==> config.mk <==
export PLATFORM = sky130hd
export DESIGN_NAME = supply_monitor
export DESIGN_NICKNAME = d
export VERILOG_FILES = /design/src/logic/supply_monitor_pkg.sv /design/src/logic/supply_monitor.sv /design/src/logic/settle_timer.sv
export SDC_FILE = /design/constraint.sdc
export NUM_CORES = 1
export LEC_CHECK = 0
export BUFFER_PORTS_ARGS = -buffer_cell sky130_fd_sc_hd__buf_2
export CORE_MARGIN = 2
export CORE_UTILIZATION = 37
export CTS_CLUSTER_DIAMETER = 120
export DETAILED_ROUTE_END_ITERATION = 12
export PLACE_DENSITY_LB_ADDON = 0.2
export SYNTH_ARGS = -nofsm -noshare
export SYNTH_HDL_FRONTEND = slang
export SYNTH_SLANG_ARGS = --single-unit
==> constraint.sdc <==
create_clock -name core_clk -period 2.1 [get_ports core_clk]
set_clock_uncertainty 0.15 [all_clocks]
set_input_delay 0.21 -clock core_clk [delete_from_list [all_inputs] [get_ports core_clk]]
set_output_delay 0.21 -clock core_clk [all_outputs]
set_load 0.03 [all_outputs]
==> src/logic/supply_monitor_pkg.sv <==
// package: register map, field positions, reset values and timing for the supply monitor
package supply_monitor_pkg;
  // ****************************************************************
  // register map (byte addresses, one aligned word each)
  // ****************************************************************
  localparam logic [11:0] VD_CTRL_ADDR = 12'h00C;   // voltage_detect_ctrl
  localparam logic [11:0] IRQ_REQ_ADDR = 12'h010;   // interrupt request register
  localparam logic [11:0] IRQ_MASK_ADDR = 12'h014;  // interrupt_mask_reg
  localparam logic [11:0] IRQ_CLR_ADDR = 12'h018;   // write one to clear request bits
  localparam logic [11:0] VD_STAT_ADDR = 12'h01C;   // flags-valid and settle status

  // ****************************************************************
  // field positions
  // ****************************************************************
  localparam int VD_EN_BIT = 0;
  localparam int LOW_FLAG_BIT = 1;
  localparam int HIGH_FLAG_BIT = 2;
  localparam int REQ_SRC_BIT = 5;        // supply_monitor_request source number
  localparam int VALID_BIT = 0;
  localparam int IRQ_W = 6;
  localparam int REG_W = 8;

  // ****************************************************************
  // reset values
  // ****************************************************************
  localparam logic [7:0] CTRL_RST = 8'h00;
  localparam logic [5:0] IRQ_RST = 6'h00;

  // ****************************************************************
  // timing: flags settle 20 us after enable
  // ****************************************************************
  localparam int CLK_HZ = 20000000;
  localparam int SETTLE_NS = 20000;
  localparam int SETTLE_CYC = (SETTLE_NS * (CLK_HZ / 1000000) + 999) / 1000;
  localparam int CNT_W = 12;

  typedef enum logic [1:0] {
    MON_OFF = 2'b00,
    MON_SETTLE = 2'b01,
    MON_LIVE = 2'b10
  } mon_state_t;
endpackage : supply_monitor_pkg

==> src/logic/supply_monitor.sv <==
// supply monitor: enable, high/low supply flags and latched request over APB
`timescale 1ns/1ps
`default_nettype none
module supply_monitor #(
  parameter int SETTLE_CYC = supply_monitor_pkg::SETTLE_CYC
) (
  input wire logic core_clk,
  input wire logic rst_n,
  input wire logic psel,
  input wire logic penable,
  input wire logic pwrite,
  input wire logic [11:0] paddr,
  input wire logic [31:0] pwdata,
  output logic [31:0] prdata,
  output logic pready,
  output logic pslverr,
  input wire logic aboveUpper,
  input wire logic belowLower,
  output logic monitorOn,
  output logic supplyMonitorRequest
);
  // ****************************************************************
  // state
  // ****************************************************************
  logic enable_r;
  logic lowFlag_r;
  logic highFlag_r;
  logic [supply_monitor_pkg::IRQ_W-1:0] irqReq_r;
  logic [supply_monitor_pkg::IRQ_W-1:0] irqMask_r;
  supply_monitor_pkg::mon_state_t state_r;
  logic settleDone;
  logic enRise;
  logic wrAcc;
  logic [supply_monitor_pkg::IRQ_W-1:0] clrReq;

  // bus decode
  logic setupPhase;
  logic selCtrl;
  logic selReq;
  logic selMask;
  logic selClr;
  logic selStat;
  logic selHit;

  // request plumbing
  logic lowEvent;
  logic flagsLive;
  logic [supply_monitor_pkg::IRQ_W-1:0] setReq;
  logic irqLine_nxt;

  // read views
  logic [supply_monitor_pkg::REG_W-1:0] ctrlView;
  logic [supply_monitor_pkg::REG_W-1:0] reqView;
  logic [supply_monitor_pkg::REG_W-1:0] maskView;
  logic [supply_monitor_pkg::REG_W-1:0] statView;
  logic [31:0] rdWord;
  logic missErr;

  // ****************************************************************
  // address decode
  // ****************************************************************
  // one select per register, so each process below tests a select, not an address
  always_comb begin
    selCtrl = 1'b0;
    selReq = 1'b0;
    selMask = 1'b0;
    selClr = 1'b0;
    selStat = 1'b0;
    if (paddr == supply_monitor_pkg::VD_CTRL_ADDR) begin
      selCtrl = 1'b1;
    end else if (paddr == supply_monitor_pkg::IRQ_REQ_ADDR) begin
      selReq = 1'b1;
    end else if (paddr == supply_monitor_pkg::IRQ_MASK_ADDR) begin
      selMask = 1'b1;
    end else if (paddr == supply_monitor_pkg::IRQ_CLR_ADDR) begin
      selClr = 1'b1;
    end else if (paddr == supply_monitor_pkg::VD_STAT_ADDR) begin
      selStat = 1'b1;
    end
  end

  // a miss answers with a slave error and reads zero
  assign selHit = selCtrl || selReq || selMask || selClr || selStat;

  // writes land in the access phase; read data is frozen in the setup phase
  assign setupPhase = psel && !penable;
  assign wrAcc = psel && penable && pready && pwrite;
  // only a rising enable restarts the settle timer; rewriting one keeps the count
  assign enRise = wrAcc && selCtrl && pwdata[supply_monitor_pkg::VD_EN_BIT] && !enable_r;
  // write one to clear; zero bits leave their request alone
  assign clrReq = (wrAcc && selClr) ? pwdata[supply_monitor_pkg::IRQ_W-1:0] : '0;

  // ****************************************************************
  // request sources
  // ****************************************************************
  // only source 5 has an event in this block; the other request bits never set
  always_comb begin
    setReq = '0;
    setReq[supply_monitor_pkg::REQ_SRC_BIT] = lowEvent;
  end

  // a low flag counts only while monitoring is on
  assign lowEvent = lowFlag_r && enable_r;
  // flags may follow the comparators only once settled and still enabled
  assign flagsLive = (state_r == supply_monitor_pkg::MON_LIVE) && enable_r;

  // ****************************************************************
  // control registers
  // ****************************************************************
  // only the enable bit is writable; flag and reserved bits drop writes
  always_ff @(posedge core_clk or negedge rst_n) begin
    if (!rst_n) begin
      enable_r <= supply_monitor_pkg::CTRL_RST[supply_monitor_pkg::VD_EN_BIT];
    end else if (wrAcc && selCtrl) begin
      enable_r <= pwdata[supply_monitor_pkg::VD_EN_BIT];
    end
  end

  // mask register steers the interrupt output
  always_ff @(posedge core_clk or negedge rst_n) begin
    if (!rst_n) begin
      irqMask_r <= supply_monitor_pkg::IRQ_RST;
    end else if (wrAcc && selMask) begin
      irqMask_r <= pwdata[supply_monitor_pkg::IRQ_W-1:0];
    end
  end

  // ****************************************************************
  // settle sequencing
  // ****************************************************************
  settle_timer #(
    .CNT_W(supply_monitor_pkg::CNT_W),
    .LIMIT(supply_monitor_pkg::CNT_W'(SETTLE_CYC - 1))
  ) u_settle (
    .core_clk(core_clk),
    .rst_n(rst_n),
    .start(enRise),
    .run(enable_r),
    .done(settleDone)
  );

  // off -> settle -> live; dropping the enable returns to off at once
  always_ff @(posedge core_clk or negedge rst_n) begin
    if (!rst_n) begin
      state_r <= supply_monitor_pkg::MON_OFF;
    end else begin
      case (state_r)
        supply_monitor_pkg::MON_OFF: begin
          if (enable_r) begin
            state_r <= supply_monitor_pkg::MON_SETTLE;
          end
        end
        supply_monitor_pkg::MON_SETTLE: begin
          if (!enable_r) begin
            state_r <= supply_monitor_pkg::MON_OFF;
          end else if (settleDone) begin
            state_r <= supply_monitor_pkg::MON_LIVE;
          end
        end
        supply_monitor_pkg::MON_LIVE: begin
          if (!enable_r) begin
            state_r <= supply_monitor_pkg::MON_OFF;
          end
        end
        default: begin
          state_r <= supply_monitor_pkg::MON_OFF;
        end
      endcase
    end
  end

  // ****************************************************************
  // flags
  // ****************************************************************
  // flags track the comparators each cycle once settled; zero otherwise
  always_ff @(posedge core_clk or negedge rst_n) begin
    if (!rst_n) begin
      lowFlag_r <= 1'b0;
      highFlag_r <= 1'b0;
    end else if (flagsLive) begin
      lowFlag_r <= belowLower;
      highFlag_r <= aboveUpper;
    end else begin
      lowFlag_r <= 1'b0;
      highFlag_r <= 1'b0;
    end
  end

  // request latch: set wins over a same-cycle clear so no event is lost
  always_ff @(posedge core_clk or negedge rst_n) begin
    if (!rst_n) begin
      irqReq_r <= supply_monitor_pkg::IRQ_RST;
    end else begin
      for (int i = 0; i < supply_monitor_pkg::IRQ_W; i++) begin
        if (setReq[i]) begin
          irqReq_r[i] <= 1'b1;
        end else if (clrReq[i]) begin
          irqReq_r[i] <= 1'b0;
        end
      end
    end
  end

  // ****************************************************************
  // outputs
  // ****************************************************************
  // masked request drives the interrupt line; a bit with its mask clear stays pollable only
  assign irqLine_nxt = |(irqReq_r & irqMask_r);

  // interrupt line is registered so the pin comes straight from a flop
  always_ff @(posedge core_clk or negedge rst_n) begin
    if (!rst_n) begin
      supplyMonitorRequest <= 1'b0;
    end else begin
      supplyMonitorRequest <= irqLine_nxt;
    end
  end

  // monitorOn mirrors the enable bit one cycle late
  always_ff @(posedge core_clk or negedge rst_n) begin
    if (!rst_n) begin
      monitorOn <= 1'b0;
    end else begin
      monitorOn <= enable_r;
    end
  end

  // ****************************************************************
  // register read views
  // ****************************************************************
  // views are built bit by bit so reserved bits read as zero by construction
  always_comb begin
    ctrlView = '0;
    ctrlView[supply_monitor_pkg::VD_EN_BIT] = enable_r;
    ctrlView[supply_monitor_pkg::LOW_FLAG_BIT] = lowFlag_r;
    ctrlView[supply_monitor_pkg::HIGH_FLAG_BIT] = highFlag_r;
  end

  // request and mask are six bits wide; the upper view bits stay zero
  always_comb begin
    reqView = '0;
    maskView = '0;
    reqView[supply_monitor_pkg::IRQ_W-1:0] = irqReq_r;
    maskView[supply_monitor_pkg::IRQ_W-1:0] = irqMask_r;
  end

  // the valid bit tells software when the flags may be trusted
  always_comb begin
    statView = '0;
    statView[supply_monitor_pkg::VALID_BIT] = (state_r == supply_monitor_pkg::MON_LIVE);
  end

  // read mux: the clear register reads zero, a miss reads zero with an error
  always_comb begin
    rdWord = 32'h0000_0000;
    missErr = 1'b0;
    if (selCtrl) begin
      rdWord[supply_monitor_pkg::REG_W-1:0] = ctrlView;
    end else if (selReq) begin
      rdWord[supply_monitor_pkg::REG_W-1:0] = reqView;
    end else if (selMask) begin
      rdWord[supply_monitor_pkg::REG_W-1:0] = maskView;
    end else if (selStat) begin
      rdWord[supply_monitor_pkg::REG_W-1:0] = statView;
    end else if (!selHit) begin
      missErr = 1'b1;
    end
  end

  // ****************************************************************
  // apb slave: zero wait states, unmapped reads zero with an error
  // ****************************************************************
  // answer in the cycle after setup on every access
  always_ff @(posedge core_clk or negedge rst_n) begin
    if (!rst_n) begin
      pready <= 1'b0;
    end else begin
      pready <= setupPhase;
    end
  end

  // word and error frozen at setup so a read cannot tear; idle cycles read zero
  always_ff @(posedge core_clk or negedge rst_n) begin
    if (!rst_n) begin
      pslverr <= 1'b0;
      prdata <= 32'h0000_0000;
    end else if (setupPhase) begin
      pslverr <= missErr;
      prdata <= rdWord;
    end else begin
      pslverr <= 1'b0;
      prdata <= 32'h0000_0000;
    end
  end
endmodule // supply_monitor
`default_nettype wire

==> src/logic/settle_timer.sv <==
// settle timer: counts the flag settling time after monitoring is switched on
`timescale 1ns/1ps
`default_nettype none
module settle_timer #(
  parameter int CNT_W = 12,
  parameter logic [CNT_W-1:0] LIMIT = CNT_W'(supply_monitor_pkg::SETTLE_CYC - 1)
) (
  input wire logic core_clk,
  input wire logic rst_n,
  input wire logic start,
  input wire logic run,
  output logic done
);
  logic [CNT_W-1:0] count_r;

  // counts while run holds; start reloads so a re-enable gets a full settle time
  always_ff @(posedge core_clk or negedge rst_n) begin
    if (!rst_n) begin
      count_r <= '0;
    end else if (start || !run) begin
      count_r <= '0;
    end else if (count_r != LIMIT) begin
      count_r <= count_r + 1'b1;
    end
  end

  assign done = run && !start && (count_r == LIMIT);
endmodule // settle_timer
`default_nettype wire

After elaboration in Yosys (flattened, before gate mapping):

Cells that the tools add are included.

* flip-flop bits (word level): 60
* output and inout port bits: 36
* word-level logic and storage cells: 90

* add/sub/neg operators: 1
* eq/ne operators: 12
* multiplexer cells: 38
* bitwise logic cells: 1
* reduce and logical (&&, ||, !) cells: 26

Operator list (count)
* 12-bit by 5-bit equality test with 1-bit output, second input constant: 4
* 1-bit 2-to-1 mux: 26
* 12-bit 2-to-1 mux: 2
* 6-bit 2-to-1 mux: 4
* 1-bit logical AND: 13
* 12-bit by 1-bit adder with 12-bit output, second input constant: 1
* 12-bit by 4-bit equality test with 1-bit output, second input constant: 1
* 12-bit by 9-bit equality test with 1-bit output, second input constant: 1
* 12-bit by 9-bit != test with 1-bit output, second input constant: 1
* 2-bit 2-to-1 mux: 4
* 8-bit 2-to-1 mux: 1
* 6-bit AND: 1
* 2-bit case mux with 3 select lines: 1
* 6-bit OR reduction: 1
* 1-bit logical OR: 5
* 2-bit != test, second input constant: 2
* 2-bit nonzero test: 2
* 1-bit logical NOT: 3
* 3-bit != test, second input constant: 1
* 3-bit AND reduction: 1
* 2-bit by 1-bit equality test with 1-bit output, second input constant: 1
* 2-bit equality test, second input constant: 1
* 2-bit logical NOT: 1

Longest topological paths before layout:

Gate-level depths: netlist of run 1.

* depth after elaboration: 13
* mapped depth: 6
* mapped depth without buffers: 5

By module:

Synthesis of run 1 repeated with hierarchy kept, for this count alone.

* cells, all modules: 161
* area, all modules: 1759.2 µm²

By module, submodules not included
* supply_monitor: times used 1, cells each 96, area an instance 1121.1 µm², sequential area each 550.5 µm²
* settle_timer: times used 1, cells each 65, area an instance 638.1 µm², sequential area each 300.3 µm²

Least setup slack after synthesis of run 1:

No wires, ideal clock.

* kind: in2reg
* start point: in paddr[1]
* end point: reg irqMask_r[0] in the netlist's numbering
* setup time: 0.125 ns
* arrival: 1.670 ns
* slack: 0.154 ns
* cell stages on the path: 5
* buffers on the path: 1
* path through: or4_4 > nor4_4 > and2_1 > buf_6 > mux2_4

* word-level cells in the longest chain between the ends: 5
* elaborated cells on any way between the ends: 7
* classes of those cells: eq/ne (3); mux (3); reduce/logical (1)

Ends and longest elaborated chain
* from (decl): RTL line supply_monitor.sv:12 `input wire logic [11:0] paddr,`
* 12-bit by 5-bit equality test with 1-bit output: RTL line supply_monitor.sv:73 `end else if (paddr == supply_monitor_pkg::IRQ_MASK_ADDR) begin`
* 1-bit 2-to-1 mux: RTL line supply_monitor.sv:73
* 1-bit 2-to-1 mux: RTL line supply_monitor.sv:71 `end else if (paddr == supply_monitor_pkg::IRQ_REQ_ADDR) begin`
* 1-bit 2-to-1 mux (*): RTL line supply_monitor.sv:69 `if (paddr == supply_monitor_pkg::VD_CTRL_ADDR) begin`
* 1-bit logical AND (*): RTL line supply_monitor.sv:123 `end else if (wrAcc && selMask) begin`
* to (signal assigned): RTL line supply_monitor.sv:122 `irqMask_r <= supply_monitor_pkg::IRQ_RST;`
* to (signal assigned): RTL line supply_monitor.sv:124 `irqMask_r <= pwdata[supply_monitor_pkg::IRQ_W-1:0];`
* to (decl): RTL line supply_monitor.sv:29 `logic [supply_monitor_pkg::IRQ_W-1:0] irqMask_r;`

Mark *: on every way between the ends. The rest lies on a longest branch, timed or not.
A chain may end at the register's enable or synchronous reset.

Worst setup path in the final report of run 1:

* start point: reg u_settle.count_r[0]
* end point: reg u_settle.count_r[1]

* word-level cells in the longest chain between the ends: 3
* elaborated cells on any way between the ends: 5
* classes of those cells: add/sub (1); eq/ne (1); mux (2); reduce/logical (1)

Ends and longest elaborated chain
* from (decl): RTL line settle_timer.sv:14 `logic [CNT_W-1:0] count_r;`
* from (signal assigned): RTL line settle_timer.sv:23 `count_r <= count_r + 1'b1;`
* 12-bit by 1-bit adder with 12-bit output: RTL line settle_timer.sv:23
* 12-bit 2-to-1 mux: RTL line settle_timer.sv:22 `end else if (count_r != LIMIT) begin`
* 12-bit 2-to-1 mux: RTL line settle_timer.sv:20 `end else if (start || !run) begin`

Parallel ways exist; a longest one is shown, timed or not. The select of a mux whose other input is x is not followed.

==> results of run 1 <==
-- kinds of logic after synthesis --
| kind of cell | Yosys count | share of synthesized area |
|---|---|---|
| fa+ha+maj | 1 | 0.00714 |
| flops | 34 | 0.485 |
| mux | 10 | 0.0749 |
| simple gates | 65 | 0.220 |
| other cells | 1 | 0.00214 |
| xor+xnor | 6 | 0.0300 |
| compound gates | 14 | 0.0500 |
| buf+inv | 33 | 0.131 |
-- critical path: cells and delay by family, from the launching register on --
kind	cells	cell delay, ns
AND/OR/NAND/NOR	3	0.58
flip-flops	1	0.41
adder cells (fa/ha/maj)	1	0.23
buffers and inverters	1	0.21
multiplexers	1	0.19
-- cell usage in the layout, fill, tap and decap left out, types with 2 or more instances in the layout --
cell,synthesis,layout
nand4_1,3,3
and3_1,2,2
conb_1,1,26
nor4_1,6,6
nor2_1,9,9
mux2_4,6,6
mux2i_1,3,3
clkbuf_8,0,6
nand2_1,12,12
inv_1,4,4
and3_2,2,2
nor3_1,4,4
nor2b_1,2,2
nand2b_1,2,2
nand3b_1,2,2
o21ai_0,4,4
buf_2,0,34
and2_1,9,9
or3_1,3,3
a21boi_0,2,2
xor2_1,5,5
a21oi_1,3,3
dlygate4sd3_1,0,2
a22oi_1,2,2
dfrtp_1,34,34
buf_4,26,4
-- state kept, by name, summed over array words and instances, names as in the netlist --
| register | count |
|---|---|
| irqReq_r | 1 |
| state_r | 2 |
| highFlag_r | 1 |
| prdata | 6 |
| irqMask_r | 6 |
| u_settle.count_r | 12 |
| pready | 1 |
| enable_r | 1 |
| lowFlag_r | 1 |
| supplyMonitorRequest | 1 |
| monitorOn | 1 |
| pslverr | 1 |
-- area by class of cell --
class | count | area [um^2]
Clock inverter | 1 | 5.00
Clock buffer | 7 | 86.3
Timing Repair Buffer | 41 | 240
Fill cell | 446 | 2590
Sequential cell | 34 | 851
Tap cell | 54 | 67.6
Inverter | 4 | 15.0
Multi-Input combinational cell | 122 | 778
-- metal layers --
| metal | track usage | share of wire | vias up |
|---|---|---|---|
| li1 | - | - | 597 |
| met1 | 0.161 | 0.47 | 552 |
| met2 | 0.186 | 0.46 | 36 |
| met3 | 0.0345 | 0.045 | 7 |
| met4 | 0.0700 | 0.023 | 0 |
| met5 | 0 | 0 | - |
-- through the flow --
| step | hold WS (ns) | setup WS [ns] | power [uW] | utilization |
|---|---|---|---|---|
| after floorplan | -0.236 | 0.154 | 786 | - |
| after global placement | 0.177 | 0.0412 | 793 | 0.415 |
| after detailed placement | 0.167 | 0.0212 | 793 | 0.415 |
| after CTS | 0.00136 | 0.142 | 1290 | 0.439 |
| after global routing | 0.0129 | 0.0884 | 1330 | 0.441 |
| final | 0.00848 | 0.237 | 1270 | 0.441 |
-- power groups by stage --
stage          registers [uW]  logic (uW)  clock network [uW]
2_1_floorplan             674         112                   0
6_report                  658         126                 488
5_1_grt                   657         138                 538
3_5_place_dp              670         124                   0
3_3_place_gp              670         123                   0
4_1_cts                   657         127                 506
-- what timing repair did --
item	CTS	global route
endpoints found under the hold margin	35	0
gates resized for setup	0	2
endpoints found under the setup margin	0	2
hold buffers	2	0
-- worst min-delay path by stage --
stage,start,endpoint
4_1_cts,pwdata[0],enable_r
6_report,pwdata[0],enable_r
3_5_place_dp,rst_n,u_settle.count_r[9]
5_1_grt,pwdata[3],irqMask_r[3]
2_1_floorplan,rst_n,enable_r
3_3_place_gp,rst_n,u_settle.count_r[2]
==> qor.csv, run 1 <==
metric,value,unit
ys.flop_type,dfrtp_1,
synth-edff-count,0,
r2r_start,u_settle.count_r[0],
cell_internal_pwr,948,uW
ioPinCount,87,
clockRootBuffer,clkbuf_8,
antenna_found_initial,0,
vias,1192,
antenna_left,0,
status,completed,
p_sw_frac,0.254,
htree_levels,2,
yosysTopAreaCell,dfrtp_1,
drc,0,
fp-row-count,25,
reg2reg_depth,6,
ys_ff_latch,34,
leakage,0.00105,uW
final_hold_viol_count,0,
crit_required,2.12,ns
totalWireLength,3.07,mm
grt_pass1_vias,1125,
stdcell_area,2040,um^2
placed_area,1920,um^2
grt_pass1_wl,5.06,mm
wl_per_cell,11.7,um
rrSetupSlack,0.24,ns
worstSetupStartpoint,u_settle.count_r[0],
fin_setup_tns,0,ns
cts_setup_buffers,0,
holdPathStages,2,
maxCapViolCount,0,
clk_latency,0.28,ns
rsz0062_at_grt,no,
power_switching,323,uW
fp.dieArea,5300,um^2
slew_headroom,0.520,
cts_buffers,5,
syn_inst,164,
coreArea,4630,um^2
seq_area_frac_synth,0.485,
die_x,72.8,um
synth_async_sr_flop_share,1.00,
power_density,622,nW/um^2
avgSynthCellArea,10.7,um^2
grt_max_degree,35,
finalCritPeriodShare,0.887,
place_congestion,0.786,
worst_pin_slew,0.720,ns
crit_path_top_delay_cell,dfrtp_1,
crit_path_end,u_settle.count_r[1],
critical_path_class,reg -> reg,
finalWorstPathRequiredPeriod,1.86,ns
yosys-top-cells-count,"dfrtp_1 (34), buf_4 (26), nand2_1 (12)",
dp_hpwl,2.23,mm
nNetsFinal,260,
die_h,72.8,um
overflow,0,
hold_class,in -> reg,
drt_iter0_markers,52,
yosys_warnings,0,
cts.sink_count,34,
synth_cell_type_count,39,
clock_power_share,0.384,
p_seq_frac,0.517,
clockBufferDepth,2,
port_buffers,34,
fmax,537,MHz
yosysTopAreaCellShare,0.485,
maxSlewViolCount,0,
syn2layout_area_growth,16.6,%
cp_slowest_stage_delay,0.41,ns
via_per_inst,4.53,
finalSetupViolations,0,
startpoint_type,flip-flop,
post-place-cells,253,
grt_usage,0.124,
antenna_cells,0,
critPathMaxFanout,7,
drive_gt1_frac,0.292,
arrival,1.88,ns
dr.pass1.iters,4,
tritoncts,built,
p_comb_frac,0.099,
synthesis.area,1750,um^2
r2r_end,u_settle.count_r[1],
vdd_drop_max,355,uV
yosys-top-cells-area,"dfrtp_1 (49%), buf_4 (11%), mux2_4 (5.1%)",
crit_chain,"ha_1, nand3_2, nor4bb_2, buf_4, mux2i_1, nor2b_1",
clk_pin_slew_worst_paths,0.07,ns
stdcell_count,263,
start_util,0.379,
cp-end-kind,flip-flop,
synth_most_common_cell,dfrtp_1,
Note: power is estimated with default switching activity, not from simulation.
==> run 2, diff against run 1 <==
==> constraint.sdc (replaced) <==
create_clock -name core_clk -period 1.6 [get_ports core_clk]
set_clock_uncertainty 0.15 [all_clocks]
set_input_delay 0.16 -clock core_clk [delete_from_list [all_inputs] [get_ports core_clk]]
set_output_delay 0.16 -clock core_clk [all_outputs]
set_load 0.03 [all_outputs]
==> qor.csv, run 2 (same netlist as run 1, synthesis figures left out) <==
metric,value,unit,change
finalCritPeriodShare,1.01,,was 0.887
ioPinCount,87,,unchanged
worst_pin_slew,0.547,ns,was 0.720 ns
grt.busiest_layer,met2,,unchanged
power_switching,442,uW,was 323 uW
post-place-cells,274,,was 253
port_buffers,34,,unchanged
htree_levels,2,,unchanged
clk_pin_slew_worst_paths,0.07,ns,about the same
die_h,72.8,um,unchanged
maxSlewViolCount,0,,unchanged
vdd_drop_max,495,uV,was 355 uV
utilization,0.522,,was 0.441
dr.pass1.iters,4,,unchanged
final_hold_viol_count,0,,unchanged
overflow,0,,unchanged
tritoncts,built,,unchanged
die_x,72.8,um,unchanged
fp.dieArea,5300,um^2,unchanged
worstSetupStartpoint,u_settle.count_r[11],,was u_settle.count_r[0]
antenna_cells,0,,unchanged
via_per_inst,4.46,,was 4.53
wl_per_cell,11.7,um,about the same
finalWorstPathRequiredPeriod,1.61,ns,was 1.86 ns
r2r_start,u_settle.count_r[11],,was u_settle.count_r[0]
finalSetupViolations,2,,was 0
drt_iter0_markers,56,,was 52
p_sw_frac,0.258,,was 0.254
fp-row-count,25,,unchanged
rsz0062_at_grt,yes,,was no
totalWireLength,3.44,mm,was 3.07 mm
p_seq_frac,0.504,,was 0.517
fillerInstances,419,,was 446
critPathMaxFanout,6,,was 7
crit_required,1.66,ns,was 2.12 ns
multi_input_area,873,um^2,was 778 um^2
hold_class,in -> reg,,unchanged
nNetsFinal,292,,was 260
maxCapViolCount,0,,unchanged
drc,0,,unchanged
final_common_cell,dfrtp_1,,
largest_registers,"u_settle.count_r: 12 flops, irqMask_r: 6 flops, prdata: 6 flops",,unchanged
r2r_end,u_settle.count_r[2],,was u_settle.count_r[1]
setup_ws,-0.0109,ns,was 0.237 ns
top_register,u_settle.count_r,,unchanged
cell_internal_pwr,1270,uW,was 948 uW
cp_slowest_stage_delay,0.39,ns,was 0.41 ns
leakage,0.00130,uW,was 0.00105 uW
place_congestion,0.764,,was 0.786
startpoint_type,flip-flop,,unchanged
largest_reg_flops,12,,unchanged
slew_headroom,0.635,,was 0.520
crit_path_end,u_settle.count_r[2],,was u_settle.count_r[1]
clockBufferDepth,2,,unchanged
status,"finished, violations left",,was completed
stdcell_count,295,,was 263
crit_path_top_delay_cell,dfrtp_1,,unchanged
p_comb_frac,0.115,,was 0.099
grt_usage,0.137,,was 0.124
coreArea,4630,um^2,unchanged
grt_max_degree,35,,unchanged
reg2reg_depth,7,,was 6
cp-end-kind,flip-flop,,unchanged
use_met3,0.0331,,was 0.0345
crit_chain,"nor4_2, nor4bb_4, buf_6, buf_4, buf_6, nor2_1, nor2_1",,"was ha_1, nand3_2, nor4bb_2, buf_4, mux2i_1, nor2b_1"
fmax,621,MHz,was 537 MHz
gr-usage-met2,0.207,,was 0.186
vias,1317,,was 1192
drive_gt1_frac,0.402,,was 0.292
mostFrequentLayoutCells,"dfrtp_1 (34), buf_2 (33), conb_1 (26)",,"was dfrtp_1 (34), buf_2 (34), conb_1 (26)"
violations,setup timing,,
globalRouteMet1Util,0.187,,was 0.161
clockRootBuffer,clkbuf_8,,unchanged
clk_latency,0.28,ns,about the same
rrSetupSlack,-0.01,ns,was 0.24 ns
grt_pass1_wl,5.48,mm,was 5.06 mm
arrival,1.67,ns,was 1.88 ns
pre_cts_ws,-0.287,ns,was 0.0212 ns
cts.sink_count,34,,unchanged
antenna_found_initial,0,,unchanged
start_util,0.379,,unchanged
power_density,708,nW/um^2,was 622 nW/um^2
syn2layout_area_growth,37.9,%,was 16.6%
dp_hpwl,2.43,mm,was 2.23 mm
critical_path_class,reg -> reg,,unchanged
cts_buffers,5,,unchanged
seqCellArea,851,um^2,unchanged
holdWs,0.0367,ns,was 0.00848 ns
clock_power_share,0.380,,was 0.384
antenna_left,0,,unchanged
grt_pass1_vias,1180,,was 1125
run 2: changes by cell type in the layout (fill, tap and decap cells not counted), sizes merged:
cell,previous run,this run
buf,39,64
dlygate4sd3,2,9
run 2: layout make-up:
cell class | count | area share
Sequential cell | 34 | 0.352
Clock inverter | 1 | 0.00207
Tap cell | 54 | 0.0280
Timing Repair Buffer | 73 | 0.215
Clock buffer | 7 | 0.0357
Inverter | 4 | 0.00621
Multi-Input combinational cell | 122 | 0.361
run 2: worst min-delay path by stage:
stage	to	start	depth (start not counted)
after floorplan	enable_r	rst_n	0
after global placement	u_settle.count_r[8]	rst_n	2
after detailed placement	u_settle.count_r[8]	rst_n	2
after CTS	prdata[5]	paddr[3]	3
after global routing	prdata[5]	paddr[3]	3
final	prdata[5]	paddr[3]	3
run 2: what timing repair did:
item | in CTS | in global routing
gates resized for setup | 5 | 17
hold endpoints to repair | 43 | 0
hold buffers | 9 | 0
pin swaps | 2 | 7
buffers inserted | 1 | 3
setup endpoints to repair | 8 | 21
run 2: power groups by stage:
stage	sequential, uW	clock, uW	combinational (uW)
global placement	879	0	178
floorplan	885	0	147
finish	863	651	197
detailed placement	879	0	178
CTS	863	677	195
global route	862	724	215
run 2: critical path, delay by kind of cell, from the launching register on:
kind	cells	cell delay, ns
buffers and inverters	3	0.36
DFF	1	0.39
and+or+nand+nor	4	0.65
run 2: per-layer routing:
layer	wire [um]	vias up
met5	0	-
met4	63	0
met3	95	6
met1	1640	624
met2	1640	25
li1	-	662
run 2: through the flow:
| step | area [um^2] | power, uW | setup TNS (ns) |
|---|---|---|---|
| floorplan | 1880 | 1030 | -1.21 |
| global placement | 2100 | 1060 | -3.25 |
| detailed placement | 2100 | 1060 | -2.97 |
| CTS | 2330 | 1730 | -0.0666 |
| global route | 2420 | 1800 | -0.591 |
| finish | 2420 | 1710 | -0.0151 |
==> run 3, diff against run 2 <==
--- a/config.mk
+++ b/config.mk
@@ -6,11 +6,14 @@
 export NUM_CORES = 1
 export LEC_CHECK = 0
 export BUFFER_PORTS_ARGS = -buffer_cell sky130_fd_sc_hd__buf_2
+export CELL_PAD_IN_SITES_DETAIL_PLACEMENT = 1
+export CELL_PAD_IN_SITES_GLOBAL_PLACEMENT = 1
 export CORE_MARGIN = 2
-export CORE_UTILIZATION = 37
+export CORE_UTILIZATION = 30
 export CTS_CLUSTER_DIAMETER = 120
 export DETAILED_ROUTE_END_ITERATION = 12
 export PLACE_DENSITY_LB_ADDON = 0.2
+export RECOVER_POWER = 100
 export SYNTH_ARGS = -nofsm -noshare
 export SYNTH_HDL_FRONTEND = slang
 export SYNTH_SLANG_ARGS = --single-unit
==> constraint.sdc (replaced) <==
create_clock -name core_clk -period 1.6 [get_ports core_clk]
set_clock_uncertainty 0.15 [all_clocks]
set_input_delay 0.08 -clock core_clk [delete_from_list [all_inputs] [get_ports core_clk]]
set_output_delay 0.08 -clock core_clk [all_outputs]
set_load 0.03 [all_outputs]
==> qor.csv, run 3 (same netlist as run 1, synthesis figures left out) <==
metric,value,unit,change
use_met3,0.0247,,was 0.0331
vdd_drop_max,368,uV,was 495 uV
gr-usage-met2,0.241,,was 0.207
holdWs,0.0248,ns,was 0.0367 ns
die_x,80.4,um,was 72.8 um
worst_pin_slew,0.843,ns,was 0.547 ns
setup_ws,-0.0587,ns,was -0.0109 ns
critPathMaxFanout,3,,was 6
cp_top_family,simple AND/OR/NAND/NOR gates,,unchanged
critical_path_class,in -> reg,,was reg -> reg
largest_reg_flops,12,,unchanged
hold_class,in -> reg,,unchanged
port_buffers,34,,unchanged
syn2layout_area_growth,37.0,%,was 37.9%
finalSetupViolations,13,,was 2
cts.sink_count,34,,unchanged
nNetsFinal,290,,was 292
stdcell_count,311,,was 295
dr.pass1.iters,4,,unchanged
violations,setup timing,,unchanged
status,"finished, violations left",,unchanged
clockBufferDepth,2,,unchanged
arrival,1.68,ns,was 1.67 ns
fin_setup_tns,-0.328,ns,was -0.0151 ns
fmax,603,MHz,was 621 MHz
grt_max_degree,35,,unchanged
coreArea,5570,um^2,was 4630 um^2
largest_registers,"u_settle.count_r: 12 flops, irqMask_r: 6 flops, prdata: 6 flops",,unchanged
vias,1376,,was 1317
crit_path_top_delay_cell,or4_1,,was dfrtp_1
maxCapViolCount,0,,unchanged
cp-end-kind,flip-flop,,unchanged
drt_iter0_markers,36,,was 56
slew_headroom,0.438,,was 0.635
tritoncts,built,,unchanged
drive_gt1_frac,0.351,,was 0.402
die_h,80.4,um,was 72.8 um
start_util,0.314,,was 0.379
globalRouteMet1Util,0.182,,was 0.187
via_per_inst,4.42,,was 4.46
top_register,u_settle.count_r,,unchanged
drc,0,,unchanged
antenna_left,0,,unchanged
utilization,0.431,,was 0.522
final_hold_viol_count,0,,unchanged
mostFrequentLayoutCells,"dfrtp_1 (34), conb_1 (26), buf_2 (23)",,"was dfrtp_1 (34), buf_2 (33), conb_1 (26)"
antenna_cells,0,,unchanged
ioPinCount,87,,unchanged
htree_levels,2,,unchanged
fp-row-count,27,,was 25
grt_pass1_vias,1413,,was 1180
grt.busiest_layer,met2,,unchanged
grt_pass1_wl,7.03,mm,was 5.48 mm
final_common_cell,dfrtp_1,,unchanged
finalWorstPathRequiredPeriod,1.66,ns,was 1.61 ns
cp_num_buf_inv,1,,was 3
grt_usage,0.144,,was 0.137
clk_pin_slew_worst_paths,0.07,ns,about the same
totalWireLength,4.40,mm,was 3.44 mm
fp.dieArea,6470,um^2,was 5300 um^2
clk_latency,0.28,ns,about the same
crit_required,1.62,ns,was 1.66 ns
power_density,718,nW/um^2,was 708 nW/um^2
cts_buffers,5,,unchanged
rsz0062_at_grt,yes,,unchanged
cp_slowest_stage_delay,0.63,ns,was 0.39 ns
finalPower,1720,uW,was 1710 uW
post-place-cells,283,,was 274
finalCritPeriodShare,1.04,,was 1.01
antenna_found_initial,0,,unchanged
maxSlewViolCount,0,,unchanged
place_congestion,0.839,,was 0.764
clockRootBuffer,clkbuf_8,,unchanged
crit_chain,"buf_2, or4_1, nor4_2, nand2_1, mux2_1",,"was nor4_2, nor4bb_4, buf_6, buf_4, buf_6, nor2_1, nor2_1"
wl_per_cell,14.1,um,was 11.7 um
dp_hpwl,3.09,mm,was 2.43 mm
overflow,0,,unchanged
startpoint_type,input pin,,was flip-flop
rrSetupSlack,-0.05,ns,was -0.01 ns
leakage,0.00117,uW,was 0.00130 uW
==> run 3: report_power, final <==
part,total (uW),internal (uW),switching [uW]
logic,194,54.1,140
clock network,667,346,321
registers,863,862,1.12
==> run 3: through the flow <==
stage / setup slack (ns) / cell area (um^2)
2_1_floorplan: -0.0959 / 1880
3_3_place_gp: -0.216 / 2060
3_5_place_dp: -0.261 / 2060
4_1_cts: -0.0736 / 2320
5_1_grt: -0.124 / 2400
6_report: -0.0587 / 2400
==> run 3: routing by layer <==
metal / share of wire / vias up
li1: - / 662
met3: 0.038 / 5
met4: 0.016 / 0
met2: 0.51 / 42
met1: 0.44 / 667
met5: 0 / -
==> run 3: what timing repair did <==
| action | CTS | global route |
|---|---|---|
| hold buffers | 11 | 0 |
| buffers inserted | 5 | 4 |
| hold endpoints to repair | 45 | 0 |
| resized for setup | 4 | 17 |
| pin swaps | 4 | 9 |
| setup endpoints to repair | 8 | 14 |
==> run 3: tightest hold or removal path, delay by kind of cell <==
family,cells,cell delay (ns)
and+or+nand+nor,3,0.25
buffers and inverters,1,0.08
==> run 3: cell type report <==
cell class                      instances  area (um^2)
Sequential cell                        34          851
Timing Repair Buffer                   71          484
Tap cell                               72         90.1
Fill cell                             644         3170
Clock inverter                          2         12.5
Clock buffer                            6         82.6
Inverter                                4         15.0
Multi-Input combinational cell        122          866
==> run 3: path summary, 6_finish.rpt <==
check | from | cells after the start | to
setup / recovery | paddr[1] | 5 | enable_r
hold / removal | paddr[10] | 4 | prdata[5]
setup reg to reg | u_settle.count_r[0] | 6 | u_settle.count_r[1]
hold reg to reg | lowFlag_r | 2 | irqReq_r[5]
max in group asynchronous | rst_n | 3 | irqMask_r[1]
min in group asynchronous | rst_n | 3 | u_settle.count_r[5]
